$ cat src/hw/ipq_pkg.sv
// Shared constants and types of the instruction prefetch queue.
// Assumes a single 100 MHz core clock and an 8-bit memory bus.
package ipq_pkg;

  localparam int ADDR_W = 20;
  localparam int Q_DEPTH = 4;
  localparam int Q_CNT_W = 3;
  localparam logic [Q_CNT_W-1:0] Q_FULL = 3'h4;
  localparam int WAIT_W = 3;
  localparam int N_REGION = 4;
  localparam int REGION_MSB = 19;
  localparam int REGION_LSB = 18;
  localparam int RD_W = 16;
  localparam int FIFO_DEPTH = 32;
  localparam logic [ADDR_W-1:0] PC_RESET = 20'h00000;
  localparam logic [ADDR_W-1:0] ADDR_ONE = 20'h00001;
  localparam logic [WAIT_W:0] ACC_ONE = 4'h1;

  typedef enum logic [3:0] {
    ST_IDLE = 4'h1,
    ST_CODE = 4'h2,
    ST_DLO = 4'h4,
    ST_DHI = 4'h8
  } ipq_state_type;

  typedef logic [N_REGION-1:0][WAIT_W-1:0] ipq_wait_cfg_type;

  typedef struct packed {
    logic we;
    logic wide;
    logic [ADDR_W-1:0] addr;
    logic [15:0] wdata;
  } ipq_data_cmd_type;

  typedef struct packed {
    logic req;
    logic we;
    logic [ADDR_W-1:0] addr;
    logic [7:0] wdata;
  } ipq_bus_cmd_type;

endpackage

$ cat src/hw/ipq_fifo.sv
// Parameterised FIFO that buffers data read results for the core.
// Assumes one clock and an active-low reset already synchronised.
`timescale 1ns/10ps
module ipq_fifo
  import ipq_pkg::*;
#(
  parameter int WIDTH = 16,
  parameter int DEPTH = 32
)
(
  input wire logic i_ref_clk,
  input wire logic i_rst_n,
  input wire logic i_valid,
  output logic o_ready,
  input wire logic [WIDTH-1:0] i_data,
  output logic o_valid,
  input wire logic i_ready,
  output logic [WIDTH-1:0] o_data
);

  localparam int PTR_W = $clog2(DEPTH);

  typedef struct packed {
    logic [DEPTH-1:0][WIDTH-1:0] mem;
    logic [PTR_W-1:0] wr_ptr;
    logic [PTR_W-1:0] rd_ptr;
    logic [PTR_W:0] count;
  } ipq_fifo_state_type;

  ipq_fifo_state_type s;
  ipq_fifo_state_type next_s;
  logic do_push;
  logic do_pop;

  assign o_ready = (s.count != (PTR_W + 1)'(DEPTH));
  assign o_valid = (s.count != '0);
  assign o_data = s.mem[s.rd_ptr];
  assign do_push = i_valid && o_ready;
  assign do_pop = o_valid && i_ready;

  always_comb
  begin
    next_s = s;
    if (do_push)
    begin
      next_s.mem[s.wr_ptr] = i_data;
      next_s.wr_ptr = s.wr_ptr + 1'b1;
    end
    if (do_pop)
    begin
      next_s.rd_ptr = s.rd_ptr + 1'b1;
    end
    if (do_push && !do_pop)
    begin
      next_s.count = s.count + 1'b1;
    end
    else if (do_pop && !do_push)
    begin
      next_s.count = s.count - 1'b1;
    end
  end

  always_ff @(posedge i_ref_clk or negedge i_rst_n)
  begin
    if (!i_rst_n)
    begin
      s <= '0;
    end
    else
    begin
      s <= next_s;
    end
  end

endmodule

$ cat src/hw/ipq_top.sv
// Instruction prefetch queue and bus access sequencer of the core.
// Assumes an 8-bit memory bus that completes a byte in 1 + wait cycles.
`timescale 1ns/10ps
module ipq_top
  import ipq_pkg::*;
(
  input wire logic i_ref_clk,
  input wire logic i_arst_n,
  input wire logic [Q_CNT_W-1:0] i_need,
  input wire logic [Q_CNT_W-1:0] i_consume,
  output logic [Q_DEPTH-1:0][7:0] o_code,
  output logic [Q_CNT_W-1:0] o_code_cnt,
  output logic o_code_ok,
  output logic o_stall,
  input wire logic i_flush,
  input wire logic [ADDR_W-1:0] i_new_pc,
  input wire logic i_data_req,
  input wire ipq_data_cmd_type i_data_cmd,
  output logic o_data_gnt,
  output logic o_data_done,
  output logic o_rd_valid,
  input wire logic i_rd_ready,
  output logic [RD_W-1:0] o_rd_data,
  input wire logic i_bus_avail,
  input wire ipq_wait_cfg_type i_wait_cfg,
  output ipq_bus_cmd_type o_bus,
  input wire logic [7:0] i_bus_rdata
);

  typedef struct packed {
    ipq_state_type st;
    logic [ADDR_W-1:0] fetch_pc;
    logic [Q_DEPTH-1:0][7:0] q;
    logic [Q_CNT_W-1:0] cnt;
    logic drop;
    logic [WAIT_W-1:0] wcnt;
    logic [WAIT_W:0] acc;
    logic [ADDR_W-1:0] addr;
    logic we;
    logic wide;
    logic [15:0] wdata;
    logic [7:0] rd_lo;
    logic [RD_W-1:0] rd;
    logic push;
    logic done;
  } ipq_top_state_type;

  logic [1:0] rst_pipe;
  logic rst_n;
  ipq_top_state_type s;
  ipq_top_state_type next_s;
  logic fifo_ready;
  logic byte_done;
  logic take_data;
  logic take_code;
  logic [Q_CNT_W-1:0] take;
  logic [Q_CNT_W-1:0] left;

  always_ff @(posedge i_ref_clk or negedge i_arst_n)
  begin
    if (!i_arst_n)
    begin
      rst_pipe <= 2'b00;
    end
    else
    begin
      rst_pipe <= {rst_pipe[0], 1'b1};
    end
  end
  assign rst_n = rst_pipe[1];

  function automatic logic [WAIT_W-1:0] wait_of(
    input logic [ADDR_W-1:0] addr,
    input ipq_wait_cfg_type cfg
  );
    wait_of = cfg[addr[REGION_MSB:REGION_LSB]];
  endfunction

  // The execution unit sees only queued bytes.
  assign o_code = s.q;
  assign o_code_cnt = s.cnt;
  assign o_code_ok = (s.cnt >= i_need);
  assign o_stall = !o_code_ok;
  assign take = (i_consume <= s.cnt) ? i_consume : '0;
  assign left = s.cnt - take;

  assign byte_done = (s.st != ST_IDLE) && (s.wcnt == '0);
  // A pending push still counts against the buffer until it lands.
  assign take_data = (s.st == ST_IDLE) && i_bus_avail && i_data_req
                     && (i_data_cmd.we || (fifo_ready && !s.push));
  assign take_code = (s.st == ST_IDLE) && i_bus_avail && !take_data
                     && !i_flush && (s.cnt < Q_FULL);
  assign o_data_gnt = take_data;
  assign o_data_done = s.done;

  assign o_bus.req = (s.st != ST_IDLE);
  assign o_bus.we = s.we && (s.st != ST_CODE);
  assign o_bus.addr = s.addr;
  assign o_bus.wdata = (s.st == ST_DHI) ? s.wdata[15:8] : s.wdata[7:0];

  always_comb
  begin
    next_s = s;
    next_s.push = 1'b0;
    next_s.done = 1'b0;
    next_s.cnt = left;
    for (int i = 0; i < Q_DEPTH; i++)
    begin
      if (i + int'(take) < Q_DEPTH)
      begin
        next_s.q[i] = s.q[i + int'(take)];
      end
      else
      begin
        next_s.q[i] = '0;
      end
    end
    if (s.st != ST_IDLE)
    begin
      next_s.acc = s.acc + ACC_ONE;
      if (s.wcnt != '0)
      begin
        next_s.wcnt = s.wcnt - 1'b1;
      end
    end
    case (s.st)
      ST_IDLE:
      begin
        next_s.drop = 1'b0;
        next_s.acc = ACC_ONE;
        if (take_data)
        begin
          next_s.st = ST_DLO;
          next_s.addr = i_data_cmd.addr;
          next_s.we = i_data_cmd.we;
          next_s.wide = i_data_cmd.wide;
          next_s.wdata = i_data_cmd.wdata;
          next_s.wcnt = wait_of(i_data_cmd.addr, i_wait_cfg);
        end
        else if (take_code)
        begin
          next_s.st = ST_CODE;
          next_s.addr = s.fetch_pc;
          next_s.we = 1'b0;
          next_s.wcnt = wait_of(s.fetch_pc, i_wait_cfg);
        end
      end
      ST_CODE:
      begin
        if (byte_done)
        begin
          next_s.st = ST_IDLE;
          if (!s.drop && !i_flush)
          begin
            next_s.q[left[1:0]] = i_bus_rdata;
            next_s.cnt = left + 1'b1;
            next_s.fetch_pc = s.fetch_pc + ADDR_ONE;
          end
        end
      end
      ST_DLO:
      begin
        if (byte_done)
        begin
          next_s.rd_lo = i_bus_rdata;
          if (s.wide)
          begin
            // The high byte is a second full byte access.
            next_s.st = ST_DHI;
            next_s.addr = s.addr + ADDR_ONE;
            next_s.wcnt = wait_of(s.addr + ADDR_ONE, i_wait_cfg);
            next_s.acc = ACC_ONE;
          end
          else
          begin
            next_s.st = ST_IDLE;
            next_s.done = 1'b1;
            next_s.push = !s.we;
            next_s.rd = {8'h00, i_bus_rdata};
          end
        end
      end
      ST_DHI:
      begin
        if (byte_done)
        begin
          next_s.st = ST_IDLE;
          next_s.done = 1'b1;
          next_s.push = !s.we;
          next_s.rd = {i_bus_rdata, s.rd_lo};
        end
      end
      default:
      begin
        next_s.st = ST_IDLE;
      end
    endcase
    if (i_flush)
    begin
      next_s.cnt = '0;
      next_s.q = '0;
      next_s.fetch_pc = i_new_pc;
      next_s.drop = (s.st == ST_CODE);
    end
  end

  always_ff @(posedge i_ref_clk or negedge rst_n)
  begin
    if (!rst_n)
    begin
      s <= '0;
      s.st <= ST_IDLE;
      s.fetch_pc <= PC_RESET;
    end
    else
    begin
      s <= next_s;
    end
  end

  ipq_fifo #(
    .WIDTH(RD_W),
    .DEPTH(FIFO_DEPTH)
  ) u_rd_fifo (
    .i_ref_clk(i_ref_clk),
    .i_rst_n(rst_n),
    .i_valid(s.push),
    .o_ready(fifo_ready),
    .i_data(s.rd),
    .o_valid(o_rd_valid),
    .i_ready(i_rd_ready),
    .o_data(o_rd_data)
  );

  // Checks of the sequencer against its timing and ordering.
  a_queue_bound: assert property (
    @(posedge i_ref_clk) disable iff (!rst_n)
    s.cnt <= Q_FULL)
    else $error("queue count above four");

  a_fetch_free: assert property (
    @(posedge i_ref_clk) disable iff (!rst_n)
    (s.st == ST_IDLE && i_bus_avail && !i_data_req && !i_flush
     && s.cnt < Q_FULL) |=> (s.st == ST_CODE))
    else $error("free queue did not start a fetch");

  a_stall_short: assert property (
    @(posedge i_ref_clk) disable iff (!rst_n)
    (o_stall && s.st == ST_IDLE && i_bus_avail && !i_data_req && !i_flush
     && i_need <= Q_FULL) |=> (s.st == ST_CODE))
    else $error("stall did not keep code reads going");

  a_code_wait: assert property (
    @(posedge i_ref_clk) disable iff (!rst_n)
    (s.st == ST_CODE && byte_done)
    |-> (s.acc == {1'b0, wait_of(s.addr, i_wait_cfg)} + ACC_ONE))
    else $error("code read length differs from wait count");

  a_data_wait: assert property (
    @(posedge i_ref_clk) disable iff (!rst_n)
    ((s.st == ST_DLO || s.st == ST_DHI) && byte_done)
    |-> (s.acc == {1'b0, wait_of(s.addr, i_wait_cfg)} + ACC_ONE))
    else $error("data access length differs from wait count");

  a_wide_split: assert property (
    @(posedge i_ref_clk) disable iff (!rst_n)
    (s.st == ST_DLO && byte_done && s.wide)
    |=> (s.st == ST_DHI && s.addr == $past(s.addr) + ADDR_ONE))
    else $error("wide transfer not split into two bytes");

  a_data_first: assert property (
    @(posedge i_ref_clk) disable iff (!rst_n)
    (s.st == ST_IDLE && i_bus_avail && i_data_req && i_data_cmd.we)
    |-> (o_data_gnt && !take_code) ##1 (s.st == ST_DLO))
    else $error("prefetch won over data access");

  a_full_idle: assert property (
    @(posedge i_ref_clk) disable iff (!rst_n)
    (s.st == ST_IDLE && s.cnt == Q_FULL && !i_data_req)
    |=> (s.st == ST_IDLE))
    else $error("fetch issued with full queue");

  a_base_byte: assert property (
    @(posedge i_ref_clk) disable iff (!rst_n)
    (o_data_gnt && !i_data_cmd.wide
     && wait_of(i_data_cmd.addr, i_wait_cfg) == '0)
    |-> ##2 o_data_done)
    else $error("zero-wait byte access not done in two cycles");

  a_flush_empty: assert property (
    @(posedge i_ref_clk) disable iff (!rst_n)
    i_flush |=> (s.cnt == '0 && s.fetch_pc == $past(i_new_pc)))
    else $error("flush did not empty the queue");

  c_wide_read: cover property (@(posedge i_ref_clk) disable iff (!rst_n)
    s.st == ST_DHI && byte_done && !s.we);
  c_queue_full: cover property (@(posedge i_ref_clk) disable iff (!rst_n)
    s.cnt == Q_FULL);
  c_flush_fetch: cover property (@(posedge i_ref_clk) disable iff (!rst_n)
    i_flush && s.st == ST_CODE);
  c_fifo_full: cover property (@(posedge i_ref_clk) disable iff (!rst_n)
    i_data_req && !i_data_cmd.we && !fifo_ready);

endmodule

$ cat config.mk
export PLATFORM = sky130hd
export DESIGN_NAME = ipq_top
export DESIGN_NICKNAME = d
export VERILOG_FILES = /design/src/hw/ipq_pkg.sv /design/src/hw/ipq_fifo.sv /design/src/hw/ipq_top.sv
export SDC_FILE = /design/constraint.sdc
export NUM_CORES = 1
export LEC_CHECK = 0
export BUFFER_PORTS_ARGS = -buffer_cell sky130_fd_sc_hd__clkbuf_2
export CORE_ASPECT_RATIO = 0.8
export CORE_MARGIN = 10
export CORE_UTILIZATION = 56
export CTS_CLUSTER_DIAMETER = 200
export CTS_CLUSTER_SIZE = 8
export DETAILED_ROUTE_END_ITERATION = 10
export GPL_TIMING_DRIVEN = 1
export PLACE_DENSITY = 0.85
export SYNTH_ARGS = -nofsm -noshare
export SYNTH_HDL_FRONTEND = slang
export SYNTH_SLANG_ARGS = --single-unit
$ cat constraint.sdc
create_clock -name i_ref_clk -period 21.6 [get_ports i_ref_clk]
set_clock_uncertainty 0.05 [all_clocks]
set_input_delay 1.08 -clock i_ref_clk [delete_from_list [all_inputs] [get_ports i_ref_clk]]
set_output_delay 1.08 -clock i_ref_clk [all_outputs]
set_load 0.005 [all_outputs]
### Word-level counts from Yosys, hierarchy flattened

Cells that the tools add are included.

* input port bits: 90
* register bits after elaboration: 661

* reductions and logical operators: 43
* equality and inequality tests: 13
* mux-type cells: 57
* add/sub/neg operators: 13
* order comparisons: 19

Operators with widths (count)
* $bwmux 512: 1
* $mux 55: 2
* $mux 8: 13
* $lt 32x4->1 const B: 3
* $bmux 16 s5: 1
* $demux 16 s5: 1
* $bmux 8 s2: 4
* $mux 59: 1
* $mux 56: 1
* $mux 18: 3
* $mux 27: 2
* $pmux 27 s2: 1
* $mux 21: 2
* $add 20x1->20 const B: 2
* $pmux 18 s2: 1
* $bwmux 32: 1
* $mux 16: 2
* $mux 3: 7
* $mux 4: 5
* $bmux 3 s2: 3
* $demux 8 s2: 1
* $logic_and 1x1->1: 16
* $pmux 4 s4: 1
* $reduce_bool 2->1: 8
* other kinds (37): 63

### Logic depth before layout (Yosys ltp)

Gate-level depths: netlist (run 1).

* depth after elaboration: 12
* mapped depth: 18

### Modules after synthesis

Synthesis (run 1) repeated with hierarchy kept, for this count alone.

* cells, all modules: 2425
* area, all modules: 32311.0 um2

Modules (own cells, without submodules)
* ipq_fifo: instances 1, sequential area each 13212.7 um2, cells each 1579, area each 24275.8 um2
* ipq_top: instances 1, sequential area each 3229.3 um2, cells each 846, area each 8035.2 um2

### Least setup slack after synthesis (run 1)

Ideal clock, no wire load.

* kind: input to register
* start: in i_consume[1]
* end: reg s, in the netlist o_code[0]
* arrival: 4.465 ns
* buffers on the path: 2
* setup time: 0.069 ns
* stages on the path: 16
* path slack: 17.017 ns
* cells stage by stage: ha_1 -> nor2b_1 -> o21a_1 -> o21ai_2 -> nand2_4 -> inv_2 -> buf_2 -> ha_1 -> inv_1 -> fa_1 -> inv_1 -> ha_1 -> and2_1 -> buf_2 -> a211oi_1 -> a32o_1

RTL lines
* start: declaration: RTL line ipq_top.sv:10 `input wire logic [Q_CNT_W-1:0] i_consume,`
* end signal: assignment: RTL line ipq_top.sv:217 `s <= next_s;`
* end: declaration: RTL line ipq_top.sv:50 `ipq_top_state_type s;`

### Final worst setup path (run 1)

* start: reg u_rd_fifo.s[6] in the netlist's numbering
* end: out o_rd_data[3]

* word-level cells in the longest chain between the ends: 2

Ends and longest elaborated chain
* start: declaration: RTL line ipq_fifo.sv:30 `ipq_fifo_state_type s;`
* start signal: assignment: RTL line ipq_fifo.sv:71 `s <= next_s;`
* $bmux 16 s5: RTL line ipq_fifo.sv:37 `assign o_data = s.mem[s.rd_ptr];`
* $mux 16 (not written as such): RTL line ipq_fifo.sv:37
* end: declaration: RTL line ipq_top.sv:23 `output logic [RD_W-1:0] o_rd_data,`

Every way passes these cells. The select of a mux whose other input is x is not followed.

==> out/qor.txt, run 1 <==
Tcrit/Tclk final: 28.2%
Clock tree from TritonCTS: built
Max clock buf depth: 3
Synth top area cells: dfrtp_1 51%, mux2_2 19%, mux4_2 13%, nand2_1 2.0%, buf_4 1.9%
Post-synth EDFFs: 0
First-pass detailed-route iteration total: 5
First-pass GRT wire length: 127,000 um
Initial antenna violation count: 2
Cells after synthesis: 2,299
CP required: 20.47 ns
Worst skew pair latency: 0.65 ns
Avg Cell Area, Syn: 14.0 um2
Placed Instances: 3,043
Most frequent cells in the layout: 651 x dfrtp_1, 546 x mux2_2, 182 x mux4_2, 175 x clkbuf_2, 170 x nand2_1
Die area: 67,500 um2
GR Layer Usage met1: 31.2%
Gr ovfl total: 0
Grt met2 use: 40.4%
Worst-path fanout max: 45
Post-synthesis register bit count: 657
Final setup violation count: 0
Pin count of the biggest net entering global routing: 211
Via density: 6.41
Netlist Area Pre-Place: 32,200 um2
Minimum clock period: 6.09 ns
Sequential-to-total area share from yosys stat: 51.1%
Commonest non-fill, non-tap cell in the layout: dfrtp_1
DRT antenna net count: 0
Syn-to-layout area delta: 10.7%
Slew HR: 5.49%
Die W: 288 um
Unrepaired setup endpoints after global routing: false
Worst setup path startpoint: u_rd_fifo.s[6]$_DFFE_PN0P_
Placer Congestion: 0.897
Mean routed wirelength per cell: 25.5 um
Status: complete, no violations
# IOs: 176
Setup TNS: 0 ns
Final HPWL DP: 50,100 um
Hold_ws: 0.172 ns
Setup Fix Bufs, Post-CTS: 0
# port buffers: 175
PD cells: 100 nW/um2
Met3 Use GR: 4.60%
Synthesized Nets: 2,418
Peak supply drop: 66.1 uV
Distinct cells, synth: 80
Share of the synthesized area in the top cell type: 51.0%
Leakage: 16.9 nW
Util after Layout: 62.7%
Synth warn: 0
WS Path Type: flop to output pin
# nets final: 2,496
FF-to-FF path depth: 15
Min-delay worst type: primary input to async pin
Slew Viols, Final: 0
Worst flop-to-flop path startpoint: o_code_cnt[1]$_DFF_PN0_
Final hold viol count: 0
CTS resizes: 0
Worst setup endpoint: o_rd_data[3]
Worst-Margin Slew: 1.42 ns
Vias in the first global route: 21,600
Cell row count: 78
Crit path capture type: output pin
Core footprint: 56,800 um2
Iter 0 DRT Violations: 1,923
Share of cells above drive strength 1: 46.4%
CTS buffer count: 92
Routed WL: 80,600 um
Vias: 20,200
CTS clock-pin slew for the worst setup and hold paths: 0.05 ns
Max-cap violations: 0
CP startpoint kind: flop
Top_reg_cell synth: dfrtp_1
Die H: 234 um
Clock Tree Root: clkbuf_16
CTS Sinks: 657
Reg-to-Reg End: o_code[7]$_DFF_PN0_
Max Fclk: 0.164 GHz
Tot Pwr: 3.58 mW
Non-Filler Instances: 3,156
CTS H-Tree Depth: 3
GRT Util Overall: 24.2%
Async set-reset flop share out of synthesis: 100%
Starting Density: 56.6%
Hold buffers post-CTS: 0
Arr. time, crit path: 4.96 ns
GRT busiest layer: met2
Reg2reg setup slack: 16.62 ns
Post-synth top area cell: dfrtp_1
Drt drc: 0
cell type report:
type                       count  area, um2
fill                        4013      21200
sequential                   657      16500
multi-input combinational   1382      14400
clock buffer                 104       2370
timing repair buffer         212       1180
tap                          760        951
clock inverter                 7        151
inverter                      32        120
antenna                        2       5.00
report_power, final:
part	internal, mW	total (mW)	switching, mW
clock	0.768	1.30	0.528
sequential	1.32	1.54	0.222
combinational	0.337	0.738	0.401
worst min path at each step:
stage	startpoint	end	slack, ns	cells past startpoint
after floorplan	rst_pipe[0]$_DFF_PN0_	rst_pipe[1]$_DFF_PN0_	0.28	0
after global placement	rst_pipe[0]$_DFF_PN0_	rst_pipe[1]$_DFF_PN0_	0.28	0
after detailed placement	rst_pipe[0]$_DFF_PN0_	rst_pipe[1]$_DFF_PN0_	0.29	0
after CTS	i_arst_n	rst_pipe[1]$_DFF_PN0_	0.14	1
after global routing	i_arst_n	rst_pipe[0]$_DFF_PN0_	0.15	1
final	i_arst_n	rst_pipe[0]$_DFF_PN0_	0.17	1
registers in the layout, summed over array words and instances, names as in the netlist:
name         cells
o_bus           20
s               71
o_data_done      1
o_code_cnt       3
o_code          32
rst_pipe         2
u_rd_fifo.s    528
cell families after synthesis:
logic type	share of synthesized area (%)
flops	51.1
xor+xnor	1.20
mux	32.3
other cells	0.0117
buf+inv	4.17
simple gates	5.93
compound gates	4.10
fa+ha+maj	1.17
synth_stat cells, types with 9 or more instances:
master,count
mux2_2,546
dfrtp_1,656
clkbuf_1,97
nand2_1,170
xor2_1,17
buf_1,11
a221oi_1,9
nand3_1,30
buf_4,83
nand4_1,13
and3_1,13
a22oi_1,27
a21oi_1,25
xnor2_1,24
mux4_2,182
nor2_1,55
nor2_2,29
a22o_1,12
buf_2,35
mux2i_1,14
inv_1,29
nor3_1,13
o21ai_0,56
ha_1,27
per-layer routing:
metal,part of all wire [%],vias to the layer above,routed length [um]
met2,50,743,40400
met3,5.9,187,4750
met4,3.5,0,2830
li1,-,8493,-
met1,41,10800,32700
met5,0,-,0
per-stage QoR:
step | area, um2 | setup slack, ns
detailed placement | 33100 | 15.96
global placement | 33100 | 16.08
floorplan | 32200 | 1.88
CTS | 35600 | 15.32
global route | 35600 | 15.09
finish | 35600 | 15.51
critical path, stage by stage (launching register included):
cell and delay (ns):
dfrtp_4 1.00, buf_4 0.86, buf_4 0.83, mux4_2 0.61
mux4_2 0.52, mux2_2 0.30, clkbuf_2 0.12
No activity file was read; power rests on OpenSTA's default activity.
==> run 2: changes to the inputs <==
- PLACE_DENSITY: 0.85 -> 0.88
- clock period: 21.6 -> 5.5 ns (I/O delays scaled with it)
==> out/qor.txt, run 2 (synthesis results as in run 1) <==
Status: complete, no violations
DRT antenna net count: 0
PD cells: 391 nW/um2
Iter 0 DRT Violations: 1,950
Die W: 288 um
Setup ws final: 1.21 ns
Most flop-heavy register: u_rd_fifo.s
Cell Chain, Critical Path: inv_1, ha_1, nor2b_1, o21a_1, o21ai_2, nand2_1, fa_1, inv_1, ha_1, and2_1, a211oi_1, a32o_1
End of the worst hold path: o_bus[27]$_DFFE_PN0P_
Gr ovfl total: 0
Leakage: 17.2 nW
Slew HR: 6.96%
Slew Viols, Final: 0
Max-cap violations: 0
GRT Util Overall: 25.6%
Cell row count: 78
CP required: 6.01 ns
First-pass detailed-route iteration total: 7
Core footprint: 56,800 um2
Setup TNS: 0 ns
Worst-Margin Slew: 1.39 ns
Final setup violation count: 0
Peak supply drop: 308 uV
Vias in the first global route: 22,900
Hold Path Depth: 4
Util after Layout: 64.0%
Min-delay worst type: primary input to flop
Commonest non-fill, non-tap cell in the layout: dfrtp_1
Routed WL: 85,800 um
Vias: 21,200
FF-to-FF path depth: 12
Setup Fix Bufs, Post-CTS: 0
Worst-path fanout max: 13
Clock Tree Root: clkbuf_16
Max Fclk: 0.233 GHz
CP startpoint kind: flop
Initial antenna violation count: 9
Worst flop-to-flop path startpoint: o_code_cnt[1]$_DFF_PN0_
Pin count of the biggest net entering global routing: 169
CTS Sinks: 657
Unrepaired setup endpoints after global routing: false
Mean routed wirelength per cell: 26.6 um
Crit path capture type: flop
Clock tree from TritonCTS: built
Syn-to-layout area delta: 13.0%
Drt drc: 0
Max reg flops: 528
Die H: 234 um
CTS H-Tree Depth: 3
WS Path Type: flop to flop
CTS buffer count: 92
Most frequent cells in the layout: 651 x dfrtp_1, 546 x mux2_2, 182 x mux4_2, 175 x clkbuf_2, 170 x nand2_1
First-pass GRT wire length: 134,000 um
Worst hold start: i_data_cmd[35]
Reg-to-Reg End: o_code[7]$_DFF_PN0_
Worst stage delay on the critical path: 0.82 ns
# IOs: 176
Via density: 6.56
Worst skew pair latency: 0.65 ns
Max clock buf depth: 3
# nets final: 2,565
Share of cells above drive strength 1: 45.3%
Final hold viol count: 0
DP Area: 33,200 um2
Placer Congestion: 0.919
Minimum clock period: 4.29 ns
Tcrit/Tclk final: 78.0%
Place WS: 1.21 ns
Arr. time, crit path: 4.80 ns
Final non-filler cell area: 36,300 um2
CTS clock-pin slew for the worst setup and hold paths: 0.05 ns
Die area: 67,500 um2
# port buffers: 175
Filler cell count: 3,759
Final HPWL DP: 50,200 um
Crit path max-delay cell type: a211oi_1
Starting Density: 56.6%
Reg2reg setup slack: 1.21 ns
run 2: worst max path at each step:
stage / from / end / slack, ns / depth (start not counted)
4_1_cts: o_code_cnt[1]$_DFF_PN0_ / o_code[5]$_DFF_PN0_ / 1.18 / 12
5_1_grt: o_code_cnt[1]$_DFF_PN0_ / o_code[6]$_DFF_PN0_ / 0.92 / 12
3_5_place_dp: o_code_cnt[1]$_DFF_PN0_ / o_code[5]$_DFF_PN0_ / 1.21 / 12
6_report: o_code_cnt[1]$_DFF_PN0_ / o_code[7]$_DFF_PN0_ / 1.21 / 12
3_3_place_gp: o_code_cnt[1]$_DFF_PN0_ / o_code[3]$_DFF_PN0_ / 1.45 / 15
2_1_floorplan: rst_pipe[1]$_DFF_PN0_ / o_bus[10]$_DFFE_PN0P_ / -0.91 / 0
run 2: what timing repair did:
action,CTS,global route
hold buffers,65,0
endpoints found under the hold margin,72,0
gates resized for setup,0,0
run 2: through the flow:
step	hold WS (ns)	total power, mW	instances
5_1_grt	0.0150	14.8	3230
3_3_place_gp	0.0128	8.91	3047
6_report	0.0300	14.2	3230
2_1_floorplan	-0.0706	8.18	2299
4_1_cts	0.00105	14.2	3221
3_5_place_dp	0.0172	9.06	3047
run 2: area by class of cell:
type                       count  area [um2]  area share [%]
antenna                        9        22.5          0.0620
clock buffer                 101        2340            6.43
clock inverter                 8         156           0.430
inverter                      32         120           0.331
multi-input combinational   1382       14400            39.6
sequential                   657       16500            45.3
tap                          760         951            2.62
timing repair buffer         281        1910            5.25
run 2: metal layers:
layer  wire length (um)  GRT usage (%)  part of all wire (%)
met3               6260           5.19                   7.3
met1              32800           31.9                    38
met4               4350           13.5                   5.1
met5                  0              0                     0
met2              42300           42.1                    49
run 2: worst max-delay path: cells and delay by family, from the launching register on:
family	cells	cell delay, ns
AOI/OAI and AO/OA	4	1.61
buffers and inverters	2	0.16
adders and majority gates	3	1.18
and+or+nand+nor	3	0.81
DFF	1	0.41
run 2: power by group:
group          total (mW)  leakage (nW)  internal (mW)  switching [mW]
combinational        3.05          6.97           1.41            1.64
sequential           6.08          9.00           5.18           0.903
clock                5.06          1.21           2.99            2.08
